[src/verilog/sector_write_pkg.sv]
// shared constants and carrier types for the sector write sequencer
// assumes a single pclk domain; drive pins enter through synchronisers
`default_nettype none
package sector_write_pkg;
	localparam logic [6:0] WORDS_PER_SECTOR = 7'h6C; // 108 words
	localparam logic [6:0] WC_SYNC          = 7'h5C; // 92
	localparam logic [6:0] WC_ADDR          = 7'h5B; // 91
	localparam logic [6:0] WC_LAST          = 7'h01;
	localparam logic [3:0] BR_LAST          = 4'hF;
	localparam logic [3:0] BR_SYNC_LOAD     = 4'h2;
	localparam logic [3:0] BR_SR1_LOAD      = 4'hC;
	localparam logic [3:0] BR_SR2_LOAD      = 4'h1;
	localparam logic [3:0] BR_CHECK_END     = 4'h7;
	localparam logic [3:0] BR_BUF_SHIFT     = 4'h2;
	localparam logic [3:0] BR_UPPER         = 4'h8;
	localparam logic [7:0] SYNC_PATTERN     = 8'h1E;
	localparam logic [13:0] FILE_ADDR_RESET = 14'h0000;
	localparam int         HEAD_BIT         = 5;
	// register byte offsets: control, file address, status
	localparam logic [11:0] A_CTRL          = 12'h000;
	localparam logic [11:0] A_FILE_ADDR     = 12'h004;
	localparam logic [11:0] A_STAT          = 12'h008;

	typedef enum logic [1:0]
	{
		ST_IDLE  = 2'b00,
		ST_WAIT  = 2'b01,
		ST_WRITE = 2'b10,
		ST_SLIP  = 2'b11
	} seq_state_t;

	// drive-side strobes after synchronisation
	typedef struct packed
	{
		logic write_clock_rise;
		logic sector_rise;
	} drive_events_t;
endpackage
`default_nettype wire

[src/verilog/edge_sync.sv]
// two-flop synchroniser with rising-edge pulse for one drive pin
// assumes the pin is asynchronous to pclk
`default_nettype none
module edge_sync
(
	// clock and reset
	input  wire logic pclk,
	input  wire logic presetn,
	// pin and result
	input  wire logic pin,
	output logic      rise
);
	logic meta_r;
	logic sync_r;
	logic last_r;

	// first stage only feeds the second
	always_ff @(posedge pclk or negedge presetn)
	begin
		if (!presetn)
		begin
			meta_r <= 1'b0;
			sync_r <= 1'b0;
			last_r <= 1'b0;
		end
		else
		begin
			meta_r <= pin;
			sync_r <= meta_r;
			last_r <= sync_r;
		end
	end

	assign rise = sync_r & ~last_r;
endmodule
`default_nettype wire

[src/verilog/disk_sector_write_sequencer.sv]
// write-sector sequencer: frames one sector onto the drive write data line
// assumes drive clock and sector pulse are async pins; APB on pclk
//
// How it works
// RQ1 - wait for first sector pulse, then drop read gate, raise write gate
// RQ2 - advance flag with first-sector clear increments file address
// RQ3 - word counter loads 108 at write start
// RQ4 - write start sets address phase and frame active flags
// RQ5 - equal selects without full indicator mean empty; with terminate, set drained
// RQ6 - bit ring 15 in frame with word count not one decrements count
// RQ7 - sync pattern loads check register at 92/ring 2, shifts out upper
// RQ8 - transfer strobe needs stage one, not two, idle exchange, channel
// RQ9 - sector flag gives transfer mode; strobe loads address shifters
// RQ10 - word count 92 clears sector flag
// RQ11 - check register drives write data at sync and check times
// RQ12 - data phase sets at word 91 ring 15
// RQ13 - shift bus drives write data in data phase or word 91
// RQ14 - data bits xor into check register low end
// RQ15 - upper-byte phase selects shifter two, else one, shifting per clock
// RQ16 - word 1 ring 15 clears data and address phase flags
// RQ17 - frame clears at ring 7 once address phase is clear
// RQ18 - word 91 clears first-sector flag
// RQ19 - word 1 idle frame sets advance flag, then one-clock increment flag
// RQ20 - sector, drained and idle frame set operation end
// RQ21 - ring 12 loads shifter one from latch high, ring 1 shifter two low
// RQ22 - data ring 2 with dump shifts buffer; latch captures at phase three
// RQ23 - word 1 idle sets cylinder match; head bit sets wrap memory
// RQ24 - wrap or empty-slip moves to slip state 3 and sets advance flag
// RQ25 - sector pulse after writing drops write gate and blank count
// RQ26 - drive pins synchronised; reset clears flags and counters, but sets read gate
`default_nettype none
module disk_sector_write_sequencer
(
	// system
	input  wire logic        pclk,
	input  wire logic        presetn,
	// apb slave
	input  wire logic        psel,
	input  wire logic        penable,
	input  wire logic        pwrite,
	input  wire logic [11:0] paddr,
	input  wire logic [31:0] pwdata,
	output logic [31:0]      prdata,
	output logic             pready,
	output logic             pslverr,
	// drive link
	input  wire logic        write_clock_in,
	input  wire logic        sector_pulse_in,
	output logic             write_data_out,
	output logic             write_gate_flag,
	output logic             read_gate_flag,
	// buffer storage and exchange side
	input  wire logic [15:0] mos_buffer_output,
	input  wire logic        mos_clock_phase_three,
	input  wire logic        load_buffer_select,
	input  wire logic        dump_buffer_select,
	input  wire logic        buffer_full_indicator,
	input  wire logic        exchange_command_present,
	input  wire logic        channel_active_flag,
	output logic             buffer_shift_strobe,
	output logic             operation_end_flag
);
	sector_write_pkg::seq_state_t state_r;
	wire sector_write_pkg::drive_events_t ev;
	logic [13:0] file_address_counter;
	logic [6:0]  word_counter;
	logic [3:0]  bit_ring_counter;
	logic [7:0]  check_char_shift_reg;
	logic [7:0]  shift_register_one;
	logic [7:0]  shift_register_two;
	logic [15:0] output_latch;
	logic frame_active_flag, address_phase_flag, data_phase_flag;
	logic sector_flag, first_sector_flag, address_advance_flag;
	logic increment_pulse_flag, terminate_received, terminate_drained_flag;
	logic transfer_stage_one, transfer_stage_two, cylinder_match_flag;
	logic track_wrap_memory, blank_count_flag, written_r;
	logic frame_was_r;

	// drive pins cross into pclk domain
	edge_sync u_wclk
	(
		.pclk    (pclk),
		.presetn (presetn),
		.pin     (write_clock_in),
		.rise    (ev.write_clock_rise)
	); // RQ26
	edge_sync u_sec
	(
		.pclk    (pclk),
		.presetn (presetn),
		.pin     (sector_pulse_in),
		.rise    (ev.sector_rise)
	);

	// decode
	wire in_write = (state_r == sector_write_pkg::ST_WRITE);
	wire dclk = ev.write_clock_rise & in_write;
	wire upper_byte_phase = bit_ring_counter[3];
	wire wc_sync = (word_counter == sector_write_pkg::WC_SYNC);
	wire wc_addr = (word_counter == sector_write_pkg::WC_ADDR);
	wire wc_last = (word_counter == sector_write_pkg::WC_LAST);
	wire br_last = (bit_ring_counter == sector_write_pkg::BR_LAST);
	wire buffers_equal = (load_buffer_select == dump_buffer_select); // RQ5
	wire buffers_empty = buffers_equal & ~buffer_full_indicator; // RQ5
	wire address_transfer_mode = sector_flag; // RQ9
	wire address_strobe = transfer_stage_one & ~transfer_stage_two
		& ~exchange_command_present & ~channel_active_flag; // RQ8
	wire sr_path = data_phase_flag | wc_addr;
	wire shift_register_bus = upper_byte_phase ? shift_register_two[7]
		: shift_register_one[7]; // RQ15
	wire check_char_msb = check_char_shift_reg[7];
	wire ccr_drive = (wc_sync & upper_byte_phase)
		| (frame_active_flag & ~address_phase_flag); // RQ11
	wire wd_nxt = sr_path ? shift_register_bus
		: (ccr_drive ? check_char_msb : 1'b0); // RQ13
	wire frame_start = sector_flag & ~frame_active_flag & ~written_r;
	wire wrap_seek = track_wrap_memory
		& ~file_address_counter[sector_write_pkg::HEAD_BIT];
	wire slip = wrap_seek | (buffers_empty & ~terminate_received
		& ~frame_active_flag & increment_pulse_flag); // RQ24
	wire wr_en = psel & penable & pwrite;
	// ctrl: b0 start, b1 terminate, b2 first sector
	wire a_ctrl = (paddr == sector_write_pkg::A_CTRL);
	wire a_file_addr = (paddr == sector_write_pkg::A_FILE_ADDR);
	wire a_stat = (paddr == sector_write_pkg::A_STAT);
	wire [31:0] rd_mux = a_ctrl ? {29'h0, first_sector_flag,
		terminate_received, 1'b0}
		: a_file_addr ? {18'h0, file_address_counter}
		: a_stat ? {19'h0, word_counter, bit_ring_counter, state_r}
		: 32'h0;

	// apb: zero wait states, unmapped address errors
	always_ff @(posedge pclk or negedge presetn)
	begin
		if (!presetn)
		begin
			prdata  <= 32'h0;
			pready  <= 1'b0;
			pslverr <= 1'b0;
		end
		else
		begin
			pready  <= psel & ~penable;
			pslverr <= psel & ~penable & ~(a_ctrl | a_file_addr | a_stat);
			prdata  <= rd_mux;
		end
	end

	// sequence state and gates
	always_ff @(posedge pclk or negedge presetn)
	begin
		if (!presetn)
		begin
			state_r             <= sector_write_pkg::ST_IDLE;
			write_gate_flag     <= 1'b0;
			read_gate_flag      <= 1'b1;
			cylinder_match_flag <= 1'b0;
			sector_flag         <= 1'b0;
			blank_count_flag    <= 1'b0;
			written_r           <= 1'b0;
		end
		else
		begin
			if (wr_en & a_ctrl & pwdata[0])
			begin
				state_r   <= sector_write_pkg::ST_WAIT;
				written_r <= 1'b0;
			end
			else if (state_r == sector_write_pkg::ST_WAIT && ev.sector_rise)
			begin
				state_r             <= sector_write_pkg::ST_WRITE;
				read_gate_flag      <= 1'b0; // RQ1
				write_gate_flag     <= 1'b1; // RQ1
				cylinder_match_flag <= 1'b0; // RQ1
				sector_flag         <= 1'b1;
				blank_count_flag    <= 1'b1;
			end
			else if (in_write)
			begin
				if (slip)
					state_r <= sector_write_pkg::ST_SLIP; // RQ24
				if (dclk & wc_sync)
					sector_flag <= 1'b0; // RQ10
				else if (ev.sector_rise)
					sector_flag <= 1'b1; // RQ20 re-armed for end check
				if (frame_start)
					written_r <= 1'b1;
				if (ev.sector_rise & written_r & ~frame_active_flag)
				begin
					write_gate_flag  <= 1'b0; // RQ25
					blank_count_flag <= 1'b0; // RQ25
				end
				if (wc_last & ~frame_active_flag & ~sector_flag)
					cylinder_match_flag <= 1'b1; // RQ23
			end
		end
	end

	// framing counters and phase flags, advanced on drive clock
	always_ff @(posedge pclk or negedge presetn)
	begin
		if (!presetn)
		begin
			word_counter       <= 7'h00;
			bit_ring_counter   <= 4'h0;
			frame_active_flag  <= 1'b0;
			address_phase_flag <= 1'b0;
			data_phase_flag    <= 1'b0;
			write_data_out     <= 1'b0;
		end
		else if (frame_start)
		begin
			word_counter       <= sector_write_pkg::WORDS_PER_SECTOR; // RQ3
			bit_ring_counter   <= 4'h0;
			address_phase_flag <= 1'b1; // RQ4
			frame_active_flag  <= 1'b1; // RQ4
		end
		else if (dclk & frame_active_flag)
		begin
			bit_ring_counter <= bit_ring_counter + 4'h1;
			write_data_out   <= wd_nxt;
			if (br_last & ~wc_last)
				word_counter <= word_counter - 7'h01; // RQ6
			if (br_last & wc_addr)
				data_phase_flag <= 1'b1; // RQ12
			if (br_last & wc_last)
			begin
				data_phase_flag    <= 1'b0; // RQ16
				address_phase_flag <= 1'b0; // RQ16
			end
			if (~address_phase_flag
				&& bit_ring_counter == sector_write_pkg::BR_CHECK_END)
				frame_active_flag <= 1'b0; // RQ17
		end
	end

	// check character and shifters
	always_ff @(posedge pclk or negedge presetn)
	begin
		if (!presetn)
		begin
			check_char_shift_reg <= 8'h00;
			shift_register_one   <= 8'h00;
			shift_register_two   <= 8'h00;
		end
		else if (address_strobe & address_transfer_mode)
		begin
			// cylinder high bits, then low cylinder, head, sector
			shift_register_one <= file_address_counter[13:6]; // RQ9
			shift_register_two <= {file_address_counter[7:5],
				file_address_counter[4:0]}; // RQ9
		end
		else if (dclk & frame_active_flag)
		begin
			if (wc_sync && bit_ring_counter == sector_write_pkg::BR_SYNC_LOAD)
				check_char_shift_reg <= sector_write_pkg::SYNC_PATTERN; // RQ7
			else if (data_phase_flag)
				check_char_shift_reg <= {check_char_shift_reg[6:0],
					shift_register_bus ^ check_char_msb}; // RQ14
			else if (ccr_drive)
				check_char_shift_reg <= {check_char_shift_reg[6:0],
					1'b0}; // RQ7
			if (sr_path && bit_ring_counter == sector_write_pkg::BR_SR1_LOAD)
				shift_register_one <= output_latch[15:8]; // RQ21
			else if (sr_path & ~upper_byte_phase)
				shift_register_one <= {shift_register_one[6:0], 1'b0}; // RQ15
			if (data_phase_flag
				&& bit_ring_counter == sector_write_pkg::BR_SR2_LOAD)
				shift_register_two <= output_latch[7:0]; // RQ21
			else if (sr_path & upper_byte_phase)
				shift_register_two <= {shift_register_two[6:0], 1'b0}; // RQ15
		end
	end

	// buffer latch and shift strobe
	always_ff @(posedge pclk or negedge presetn)
	begin
		if (!presetn)
		begin
			output_latch        <= 16'h0000;
			buffer_shift_strobe <= 1'b0;
		end
		else
		begin
			if (dump_buffer_select & mos_clock_phase_three)
				output_latch <= mos_buffer_output; // RQ22
			buffer_shift_strobe <= dclk & data_phase_flag & dump_buffer_select
				& (bit_ring_counter == sector_write_pkg::BR_BUF_SHIFT); // RQ22
		end
	end

	// address, transfer handshake and end-of-sector flags
	always_ff @(posedge pclk or negedge presetn)
	begin
		if (!presetn)
		begin
			file_address_counter   <= sector_write_pkg::FILE_ADDR_RESET;
			frame_was_r            <= 1'b0;
			first_sector_flag      <= 1'b0;
			address_advance_flag   <= 1'b0;
			increment_pulse_flag   <= 1'b0;
			terminate_received     <= 1'b0;
			terminate_drained_flag <= 1'b0;
			transfer_stage_one     <= 1'b0;
			transfer_stage_two     <= 1'b0;
			track_wrap_memory      <= 1'b0;
			operation_end_flag     <= 1'b0;
		end
		else
		begin
			// frame end seen once, so the address advances once per sector
			frame_was_r <= frame_active_flag;
			if (wr_en & a_file_addr)
				file_address_counter <= pwdata[13:0];
			else if (address_advance_flag & ~first_sector_flag)
				file_address_counter <= file_address_counter + 14'h1; // RQ2
			if (wr_en & a_ctrl)
			begin
				terminate_received <= pwdata[1];
				first_sector_flag  <= pwdata[2];
			end
			else if (in_write & wc_addr)
				first_sector_flag <= 1'b0; // RQ18
			address_advance_flag <= in_write & ~address_advance_flag
				& ((wc_last & frame_was_r & ~frame_active_flag
				& ~first_sector_flag) | slip); // RQ19
			increment_pulse_flag <= address_advance_flag
				& ~increment_pulse_flag; // RQ19
			if (buffers_empty & terminate_received & data_phase_flag)
				terminate_drained_flag <= 1'b1; // RQ5
			if (address_transfer_mode & ~transfer_stage_two)
				transfer_stage_one <= 1'b1; // RQ8
			if (transfer_stage_two)
				transfer_stage_one <= 1'b0; // RQ8
			if (address_strobe)
				transfer_stage_two <= 1'b1; // RQ8
			else if (~address_transfer_mode)
				transfer_stage_two <= 1'b0; // RQ8
			if (in_write & file_address_counter[sector_write_pkg::HEAD_BIT])
				track_wrap_memory <= 1'b1; // RQ23
			if (sector_flag & terminate_drained_flag & ~frame_active_flag)
				operation_end_flag <= 1'b1; // RQ20
		end
	end

	// checks
	property p_wc_load;
		@(posedge pclk) disable iff (!presetn)
		frame_start |=> word_counter == sector_write_pkg::WORDS_PER_SECTOR
		&& frame_active_flag;
	endproperty
	a_wc_load: assert property (p_wc_load) else $error("word load"); // RQ3

	property p_dec;
		@(posedge pclk) disable iff (!presetn)
		dclk && frame_active_flag && br_last && !wc_last && !frame_start
		|=> word_counter == $past(word_counter) - 7'h01;
	endproperty
	a_dec: assert property (p_dec) else $error("word decrement"); // RQ6

	property p_file_addr_inc;
		@(posedge pclk) disable iff (!presetn)
		address_advance_flag && !first_sector_flag && !(wr_en && a_file_addr)
		|=> file_address_counter == $past(file_address_counter) + 14'h1;
	endproperty
	a_file_addr_inc: assert property (p_file_addr_inc)
		else $error("address advance"); // RQ2

	property p_inc;
		@(posedge pclk) disable iff (!presetn)
		increment_pulse_flag |=> !increment_pulse_flag;
	endproperty
	a_inc: assert property (p_inc) else $error("increment length"); // RQ19

	property p_start;
		@(posedge pclk) disable iff (!presetn)
		state_r == sector_write_pkg::ST_WAIT && ev.sector_rise
		&& !(wr_en && a_ctrl && pwdata[0])
		|=> write_gate_flag && !read_gate_flag;
	endproperty
	a_start: assert property (p_start) else $error("gates"); // RQ1

	property p_data;
		@(posedge pclk) disable iff (!presetn)
		dclk && frame_active_flag && wc_addr && br_last && !frame_start
		|=> data_phase_flag;
	endproperty
	a_data: assert property (p_data) else $error("data phase"); // RQ12

	property p_end;
		@(posedge pclk) disable iff (!presetn)
		sector_flag && terminate_drained_flag && !frame_active_flag
		|=> operation_end_flag;
	endproperty
	a_end: assert property (p_end) else $error("operation end"); // RQ20

	property p_strobe;
		@(posedge pclk) disable iff (!presetn)
		address_strobe |-> !exchange_command_present && !channel_active_flag
		##1 transfer_stage_two;
	endproperty
	a_strobe: assert property (p_strobe) else $error("transfer"); // RQ8
endmodule
`default_nettype wire

[config.mk]
export PLATFORM = sky130hd
export DESIGN_NAME = disk_sector_write_sequencer
export DESIGN_NICKNAME = d
export VERILOG_FILES = /design/src/verilog/sector_write_pkg.sv /design/src/verilog/edge_sync.sv /design/src/verilog/disk_sector_write_sequencer.sv
export SDC_FILE = /design/constraint.sdc
export NUM_CORES = 1
export LEC_CHECK = 0
export ABC_AREA = 1
export BUFFER_PORTS_ARGS = -buffer_cell sky130_fd_sc_hd__buf_2
export CAP_MARGIN = 20
export CORE_MARGIN = 3
export CORE_UTILIZATION = 45
export CTS_CLUSTER_SIZE = 25
export DETAILED_ROUTE_END_ITERATION = 7
export HOLD_SLACK_MARGIN = 0.08
export PLACE_DENSITY = 0.67
export SLEW_MARGIN = 40
export SYNTH_ARGS = -nofsm -noshare
export SYNTH_HDL_FRONTEND = slang
export SYNTH_SLANG_ARGS = --single-unit
export TNS_END_PERCENT = 30
[constraint.sdc]
create_clock -name pclk -period 3.5 [get_ports pclk]
set_clock_uncertainty 0.15 [all_clocks]
set_input_delay 0 -clock pclk [delete_from_list [all_inputs] [get_ports pclk]]
set_output_delay 0 -clock pclk [all_outputs]
set_load 0.05 [all_outputs]
==> metrics.txt, run 1 <==
Area Overhead vs Synth 22.7%; core box area around 0.012 mm2; ant diodes 0; final setup fails 0; CP startpoint paddr[8]; Crit path largest cell delay 0.58 ns; crit path kind primary input to flop; GR Util All Layers 20.3%; Seq/Total Area, Yosys a little under half; Fmax 292 MHz; hpwl dp ~10000 um; H-tree Lvls 3; Pins Over Slew Limit 0; insertion delay to the later sink of the worst-skew pair 0.36 ns; clock root buffer clkbuf_16; io pins roughly 110; Std-Cell Rows 40; Synth Cell Area 0.00578 mm2; first-pass GRT wire length approximately 23000 um; initial antenna violation count 0; DR vias/cell a little under 5; Routed WL 13900 um; Leakage around 0.0038 uW; Top FF cell, synth dfrtp_1; worst hold path type primary input to async pin; max_cap viols 0; Worst R2R Path Depth 6; crit path cell chain dlygate4sd3_1, buf_2, nor2_1, dlygate4sd3_1, nand2_1, dlygate4sd3_1, nor2_4, nand2_1, inv_2, nand3_1, dlygate4sd3_1, nand2_1, dlygate4sd3_1; R2R Setup Slk around 1.2 ns; RSZ-0062 raised after global routing no; remaining global-route overflow 0; FF+latch count, synth approximately 110; setup_tns 0 ns; detailed-route via count about 5100; Worst Path Arrival 3.57 ns; Post-synth EDFFs 0; pin count of the biggest net entering global routing 58; number of flip-flops in the largest register 16; port buffer count between 70 and 80; Tmin final ~3.4 ns; Syn Area/Cell 7.92 um2; VDD IR max approximately 0.38 mV; clock sink count ~110; Synth Warn # 0; final hold slack approximately 0.079 ns; Final ANT Viol Nets 0; Reg with most FFs output_latch; worst slew pin tran about 0.74 ns; RR Endpoint check_char_shift_reg[4]; Slowest-stage cell, CP dlygate4sd3_1; Initial DRC Count roughly 480; Top Registers output_latch x16, file_address_counter x14, prdata x14; fill cell count 1105; Distinct cells, synth 40; number of global-route vias before repair just under 5000; Avg WL per Cell around 13 um; die height 119 um; crit path max fanout 6; CTS tree done; drt pass-1 iters 5; share of layout cells above drive strength 1 16.1%; Initial Util a little under half; Post-synth ARST share between 90% and 100%; Placer Congestion roughly 0.93; Worst-path clk slew 0.07 ns; Num CTS Buffers 9; Crit. End Element flop; Rel. slew slack roughly half; most common cell after layout, fill and taps aside nand2_1; crit path capture first_sector_flag; DRC Markers 0; part of the cycle the worst path needs a little over nine tenths; Finished Core Util between 50% and 60%; cell count after synthesis about 730; CP Data Required Time ~3.7 ns; Final #Nets around 940; overall die area approximately 0.014 mm2; pwr dens about 470 mW/mm2; final hold violations 0; chip width 119 um; most frequent cells in the layout nand2_1, dfrtp_1, inv_1, nand3_1, buf_2; startpoint types primary input; CP most frequent cell dlygate4sd3_1; Max clock buf depth 2; run status complete, no violations; Post CTS Setup Buffer Count 0; worst reg2reg startpoint bit_ring_counter[3]
[per-stage QoR]
step	area [um2]	setup WS [ns]	cells	total power, uW
finish	7090	0.0787	1032	3360
global route	7090	0.000698	1032	3590
CTS	7080	0.120	1032	3380
detailed placement	6240	1.23	960	2380
global placement	6240	1.30	960	2350
floorplan	5840	1.79	746	2180
[repair_timing]
item / 4_1_cts / 5_1_grt
hold buffers: 56 / 0
endpoints found under the hold margin: 102 / 0
gates resized for setup: 0 / 3
setup endpoints to repair: 0 / 2
[cells in the mapped netlist, types with 9 or more instances]
cell     number  share of area [%]
nand2_1     195                 13
xor2_1        9                1.4
a21oi_1      18                1.6
o21ai_0      32                2.8
mux2_2        9                1.8
nand3_1      86                7.5
buf_4        20                2.6
dfrtp_1     107                 46
nor2_1       62                4.0
inv_1        90                5.8
nand4_1      15                1.6
ha_1          9                1.9
[cell families (layout without fill, tap and decap cells)]
kind of cell / count (synthesis) / after routing / synth area share, %
multiplexers: 9 / 9 / 1.75
XOR/XNOR: 10 / 10 / 1.52
adder cells (fa/ha/maj): 9 / 9 / 1.95
buffers and inverters: 128 / 246 / 10.0
other: 1 / 18 / 0.0649
AND/OR/NAND/NOR: 400 / 400 / 32.0
flip-flops: 108 / 108 / 46.8
AO/OA/AOI/OAI: 64 / 64 / 5.87
[worst max-delay path, delay by kind of cell]
kind          cells  cell delay, ns
buf+inv           7            3.03
simple gates      6            0.55
[report_power, final]
| group | internal [uW] | total (uW) | leakage (uW) | switching [uW] |
|---|---|---|---|---|
| clock network | 485 | 956 | 0.000132 | 471 |
| logic | 289 | 841 | 0.00230 | 553 |
| registers | 1410 | 1560 | 0.00135 | 149 |
[area by class of cell]
type | instances | area, um2 | share of cell area, %
inverter | 97 | 367 | 5.17
clock inverter | 7 | 51.3 | 0.724
multi-input combinational | 510 | 2560 | 36.2
sequential | 108 | 2700 | 38.1
clock buffer | 9 | 225 | 3.18
timing repair buffer | 133 | 966 | 13.6
tap | 168 | 210 | 2.97
[per-layer routing]
| layer | global-route usage (%) | wire (um) |
|---|---|---|
| met2 | 32.5 | 6580 |
| met5 | 0 | 0 |
| met1 | 27.6 | 6240 |
| met4 | 6.01 | 228 |
| met3 | 4.75 | 807 |
[worst min-delay path by stage]
stage / slack, ns / end / cells past startpoint / from
2_1_floorplan: -0.45 / address_advance_flag / 0 / presetn
3_3_place_gp: -0.06 / check_char_shift_reg[3] / 1 / presetn
3_5_place_dp: -0.06 / check_char_shift_reg[3] / 1 / presetn
4_1_cts: 0.09 / prdata[1] / 7 / paddr[4]
5_1_grt: 0.14 / u_sec.meta_r / 2 / sector_pulse_in
6_report: 0.08 / check_char_shift_reg[3] / 2 / presetn
Note: power is estimated with default switching activity, not from simulation.
==> run 2: changes to the inputs <==
--- a/config.mk
+++ b/config.mk
@@ -9,11 +9,11 @@
 export BUFFER_PORTS_ARGS = -buffer_cell sky130_fd_sc_hd__buf_2
 export CAP_MARGIN = 20
 export CORE_MARGIN = 3
-export CORE_UTILIZATION = 45
+export CORE_UTILIZATION = 60
 export CTS_CLUSTER_SIZE = 25
 export DETAILED_ROUTE_END_ITERATION = 7
 export HOLD_SLACK_MARGIN = 0.08
-export PLACE_DENSITY = 0.67
+export PLACE_DENSITY = 0.86
 export SLEW_MARGIN = 40
 export SYNTH_ARGS = -nofsm -noshare
 export SYNTH_HDL_FRONTEND = slang
==> run 2 against run 1 <==
Effect of this change:
- sequential power barely moved
- highest routed layer unchanged
- combinational power rose by 1%
- largest cell class unchanged
- cell area fell by 2.2%
- core utilization rose by 17 points
==> metrics.txt, run 2 (synthesis results as in run 1) <==
detailed-route via count between 5000 and 6000; worst slew pin tran between 0.7 and 0.8 ns; most frequent cells in the layout nand2_1, dfrtp_1, inv_1, nand3_1, buf_2; Internal 1970 uW; Std-Cell Rows 35; initial antenna violation count 0; crit path cell chain dlygate4sd3_1, buf_2, nor3_1, dlygate4sd3_1, nand2_1, dlygate4sd3_1, inv_2, nand3_1, dlygate4sd3_1, nand2_1, dlygate4sd3_1; die height between 100 and 150 um; Max clock buf depth 2; Top Registers output_latch x16, file_address_counter x14, prdata x14; first-pass GRT wire length 24600 um; Worst-path clk slew about 0.10 ns; sw frac between 30 and 40%; Crit. End Element flop; final setup fails 0; Num CTS Buffers 9; core box area approximately 0.0093 mm2; GR Util All Layers about 28%; remaining global-route overflow 0; pin count of the biggest net entering global routing 86; Worst Path Arrival about 3.5 ns; DR vias/cell about 5.3; Initial Util roughly 62%; overall die area 0.0108 mm2; VDD IR max between 0.3 and 0.4 mV; run status complete, no violations; drt pass-1 iters 5; final hold slack 0.0760 ns; Tmin final roughly 3.4 ns; CP most frequent cell dlygate4sd3_1; Slowest-stage cell, CP dlygate4sd3_1; worst reg2reg startpoint bit_ring_counter[3]; max_cap viols 0; Rel. slew slack slightly below 50%; number of flip-flops in the largest register 16; Clock Power Share between 20% and 30%; io pins ~110; Placer Congestion around 0.94; H-tree Lvls 3; Avg WL per Cell around 15 um; pwr dens between 400 and 500 mW/mm2; CP startpoint paddr[3]; most common cell after layout, fill and taps aside nand2_1; hpwl dp 9990 um; number of global-route vias before repair approximately 5200; Initial DRC Count 325; Area Overhead vs Synth 20.0%; part of the cycle the worst path needs a little over nine tenths; Final #Nets 942; share of layout cells above drive strength 1 between 15 and 20%; part of the power in combinational logic 27.2%; startpoint types primary input; port buffer count 75; clock root buffer clkbuf_8; CTS tree done; Reg with most FFs output_latch; ant diodes 0; Fmax 297 MHz; RSZ-0062 raised after global routing no; Pins Over Slew Limit 0; Final ANT Viol Nets 0; Routed WL about 15000 um; Crit path largest cell delay about 0.6 ns; Buf/Inv on CP 7; Leakage ~0.0037 uW; chip width about 100 um; worst hold path type primary input to async pin; setup_tns 0 ns; crit path max fanout 5; sequential power share about 50%; crit path kind primary input to flop; P_sw approximately 1200 uW; Worst path top cell family by delay buffers and inverters; clock sink count 108; insertion delay to the later sink of the worst-skew pair ~0.39 ns; DRC Markers 0; CP Data Required Time approximately 3.7 ns; final hold violations 0
[run 2: path summary, 6_finish.rpt]
path,to,slack (ns),cells past startpoint
max,first_sector_flag,0.14,11
min,u_wclk.last_r,0.08,2
max reg2reg,shift_register_two[0],1.24,6
min reg2reg,u_wclk.sync_r,0.21,0
max in group asynchronous,read_gate_flag,2.44,3
min in group pclk,u_sec.meta_r,0.10,2
[run 2: area by class of cell]
cell class | count | area [um2]
Sequential cell | 108 | 2700
Multi-Input combinational cell | 510 | 2560
Fill cell | 692 | 2350
Timing Repair Buffer | 134 | 960
Inverter | 97 | 367
Tap cell | 129 | 161
Clock buffer | 10 | 128
Clock inverter | 6 | 48.8
[run 2: timing repair]
item,in CTS,in global routing
setup endpoints to repair,0,1
hold endpoints to repair,155,0
hold buffers,54,0
resized for setup,0,2
buffers inserted,0,3
[run 2: metrics by stage]
step | cells | utilization (%) | cell area, um2 | setup slack, ns | power (uW)
detailed placement | 922 | 66.7 | 6190 | 1.28 | 2380
global route | 994 | 74.6 | 6930 | 0.101 | 3330
global placement | 922 | 66.7 | 6190 | 1.36 | 2330
finish | 994 | 74.6 | 6930 | 0.135 | 3130
floorplan | 746 | - | 5840 | 1.79 | 2180
CTS | 992 | 74.4 | 6910 | 0.0847 | 3130
[run 2: power groups by stage]
stage,Clock (uW),Sequential [uW],Combinational (uW)
after floorplan,0,1560,615
after global placement,0,1570,760
after CTS,721,1560,845
after detailed placement,0,1580,801
final,714,1560,853
after global routing,780,1590,964
[run 2: per-layer routing]
metal,global-route usage [%],share of wire [%]
met5,0,0
met2,48.3,51
met1,36.0,42
met3,5.46,6.2
met4,6.93,1.6
==> run 3: changes to the inputs <==
==> constraint.sdc (replaced) <==
create_clock -name pclk -period 3.5 [get_ports pclk]
set_clock_uncertainty 0.15 [all_clocks]
set_input_delay 0.175 -clock pclk [delete_from_list [all_inputs] [get_ports pclk]]
set_output_delay 0.175 -clock pclk [all_outputs]
set_load 0.05 [all_outputs]
==> run 3 against run 2 <==
Effect of this change:
- fmax grew 47%
- sequential share of layout area rose by 0.64 points
- combinational power shrank 0.5%
- largest power group unchanged
- core utilization decreased by 1.2 points
- die area stayed put
==> metrics.txt, run 3 (synthesis results as in run 1) <==
run status complete, no violations; detailed-route via count between 5000 and 6000; Area Overhead vs Synth 18.0%; Worst-path clk slew 0.11 ns; Top Registers output_latch x16, file_address_counter x14, prdata x14; Max clock buf depth 2; chip width 104 um; VDD IR max around 0.26 mV; Std-Cell Rows 35; io pins ~110; startpoint types flop; drt pass-1 iters 7; post-cts sizing count 0; setup_tns 0 ns; GR Util All Layers about a quarter; final hold violations 0; fill cell count between 700 and 800; Placer Congestion around 0.94; clock root buffer clkbuf_8; Leakage 0.00369 uW; final setup fails 0; share of layout cells above drive strength 1 16.3%; Initial DRC Count 287; footprint of the multi-input gates ~0.0026 mm2; die height approximately 100 um; DRC Markers 0; part of the cycle the worst path needs approximately two thirds; Place WS roughly 1.3 ns; Worst R2R Path Depth 6; overall die area between 0.01 and 0.015 mm2; WHS Path Cells 4; initial antenna violation count 0; CTS tree done; Fmax about 440 MHz; Reg with most FFs output_latch; Tmin final approximately 2.3 ns; crit path kind flop to flop; worst reg2reg startpoint bit_ring_counter[3]; insertion delay to the later sink of the worst-skew pair 0.38 ns; first-pass GRT wire length 23300 um; H-tree Lvls 3; CP startpoint bit_ring_counter[3]; setup slack after layout approximately 1.2 ns; Initial Util 62.2%; DR vias/cell between 5 and 6; Worst Path Arrival approximately 2.4 ns; RR Endpoint shift_register_two[4]; Storage cell area about 0.0027 mm2; Avg WL per Cell 14.2 um; Num CTS Buffers 9; number of flip-flops in the largest register 16; Rel. slew slack 47.0%; R2R Setup Slk approximately 1.2 ns; Pins Over Slew Limit 0; Final ANT Viol Nets 0; CP Data Required Time around 3.6 ns; crit path max fanout 12; port buffer count 75; pwr dens approximately 470 mW/mm2; max_cap viols 0; number of global-route vias before repair approximately 5000; worst slew pin tran ~0.8 ns; hpwl dp 10100 um; worst hold path type primary input to flop; remaining global-route overflow 0; CTS Hold Buffers Added 41; RSZ-0062 raised after global routing no; Post CTS Setup Buffer Count 0; most frequent cells in the layout nand2_1, dfrtp_1, inv_1, nand3_1, buf_2; core box area roughly 0.0093 mm2; Crit. End Element flop; WHS Endpoint terminate_drained_flag; pin count of the biggest net entering global routing between 80 and 90; beginning of the worst hold path load_buffer_select; most common cell after layout, fill and taps aside nand2_1; Final #Nets a little over 900; ant diodes 0; clock sink count about 110; Routed WL between 10000 and 15000 um
## run 3: layout make-up
| cell class | count | area share (%) |
|---|---|---|
| flip-flops and latches | 108 | 39.7 |
| inverters | 97 | 5.38 |
| well taps | 129 | 2.37 |
| clock inverters | 7 | 1.17 |
| repair buffers | 120 | 12.1 |
| multi-input cells | 510 | 37.5 |
| clock buffers | 9 | 1.82 |
## run 3: worst max path at each step
stage / slack (ns) / cells after the start / to
3_5_place_dp: 1.27 / 6 / check_char_shift_reg[4]
3_3_place_gp: 1.37 / 6 / shift_register_two[3]
5_1_grt: 1.03 / 6 / check_char_shift_reg[4]
6_report: 1.22 / 6 / shift_register_two[4]
4_1_cts: 1.25 / 6 / check_char_shift_reg[4]
2_1_floorplan: 1.79 / 8 / shift_register_two[0]
## run 3: where the power goes
part	switching, uW	leakage, uW	internal (uW)
logic	565	0.00224	283
registers	151	0.00135	1410
clock network	453	0.000103	343
total	1170	0.00369	2040
## run 3: worst max-delay path, cell delays in order (launching register included)
cell,delay (ns)
dfrtp_1,0.53
nor2_1,0.64
nand3_2,0.33
nand3_2,0.29
nand2_4,0.12
nand2_1,0.08
nand2_1,0.05
## run 3: metal layers
layer	wire [um]	share of wire [%]	GRT usage, %
met1	5990	43	34.9
met2	7000	50	45.2
met3	724	5.2	4.35
met4	214	1.5	7.22
met5	0	0	0
## run 3: per-stage QoR
| stage | total power, uW | std cells | hold WS [ns] | cell area (um2) | util [%] |
|---|---|---|---|---|---|
| floorplan | 2180 | 746 | -0.271 | 5840 | - |
| global placement | 2330 | 923 | 0.134 | 6200 | 66.8 |
| detailed placement | 2380 | 923 | 0.133 | 6200 | 66.8 |
| CTS | 3210 | 980 | 0.0816 | 6820 | 73.4 |
| global route | 3390 | 980 | 0.118 | 6820 | 73.4 |
| finish | 3210 | 980 | 0.0871 | 6820 | 73.4 |
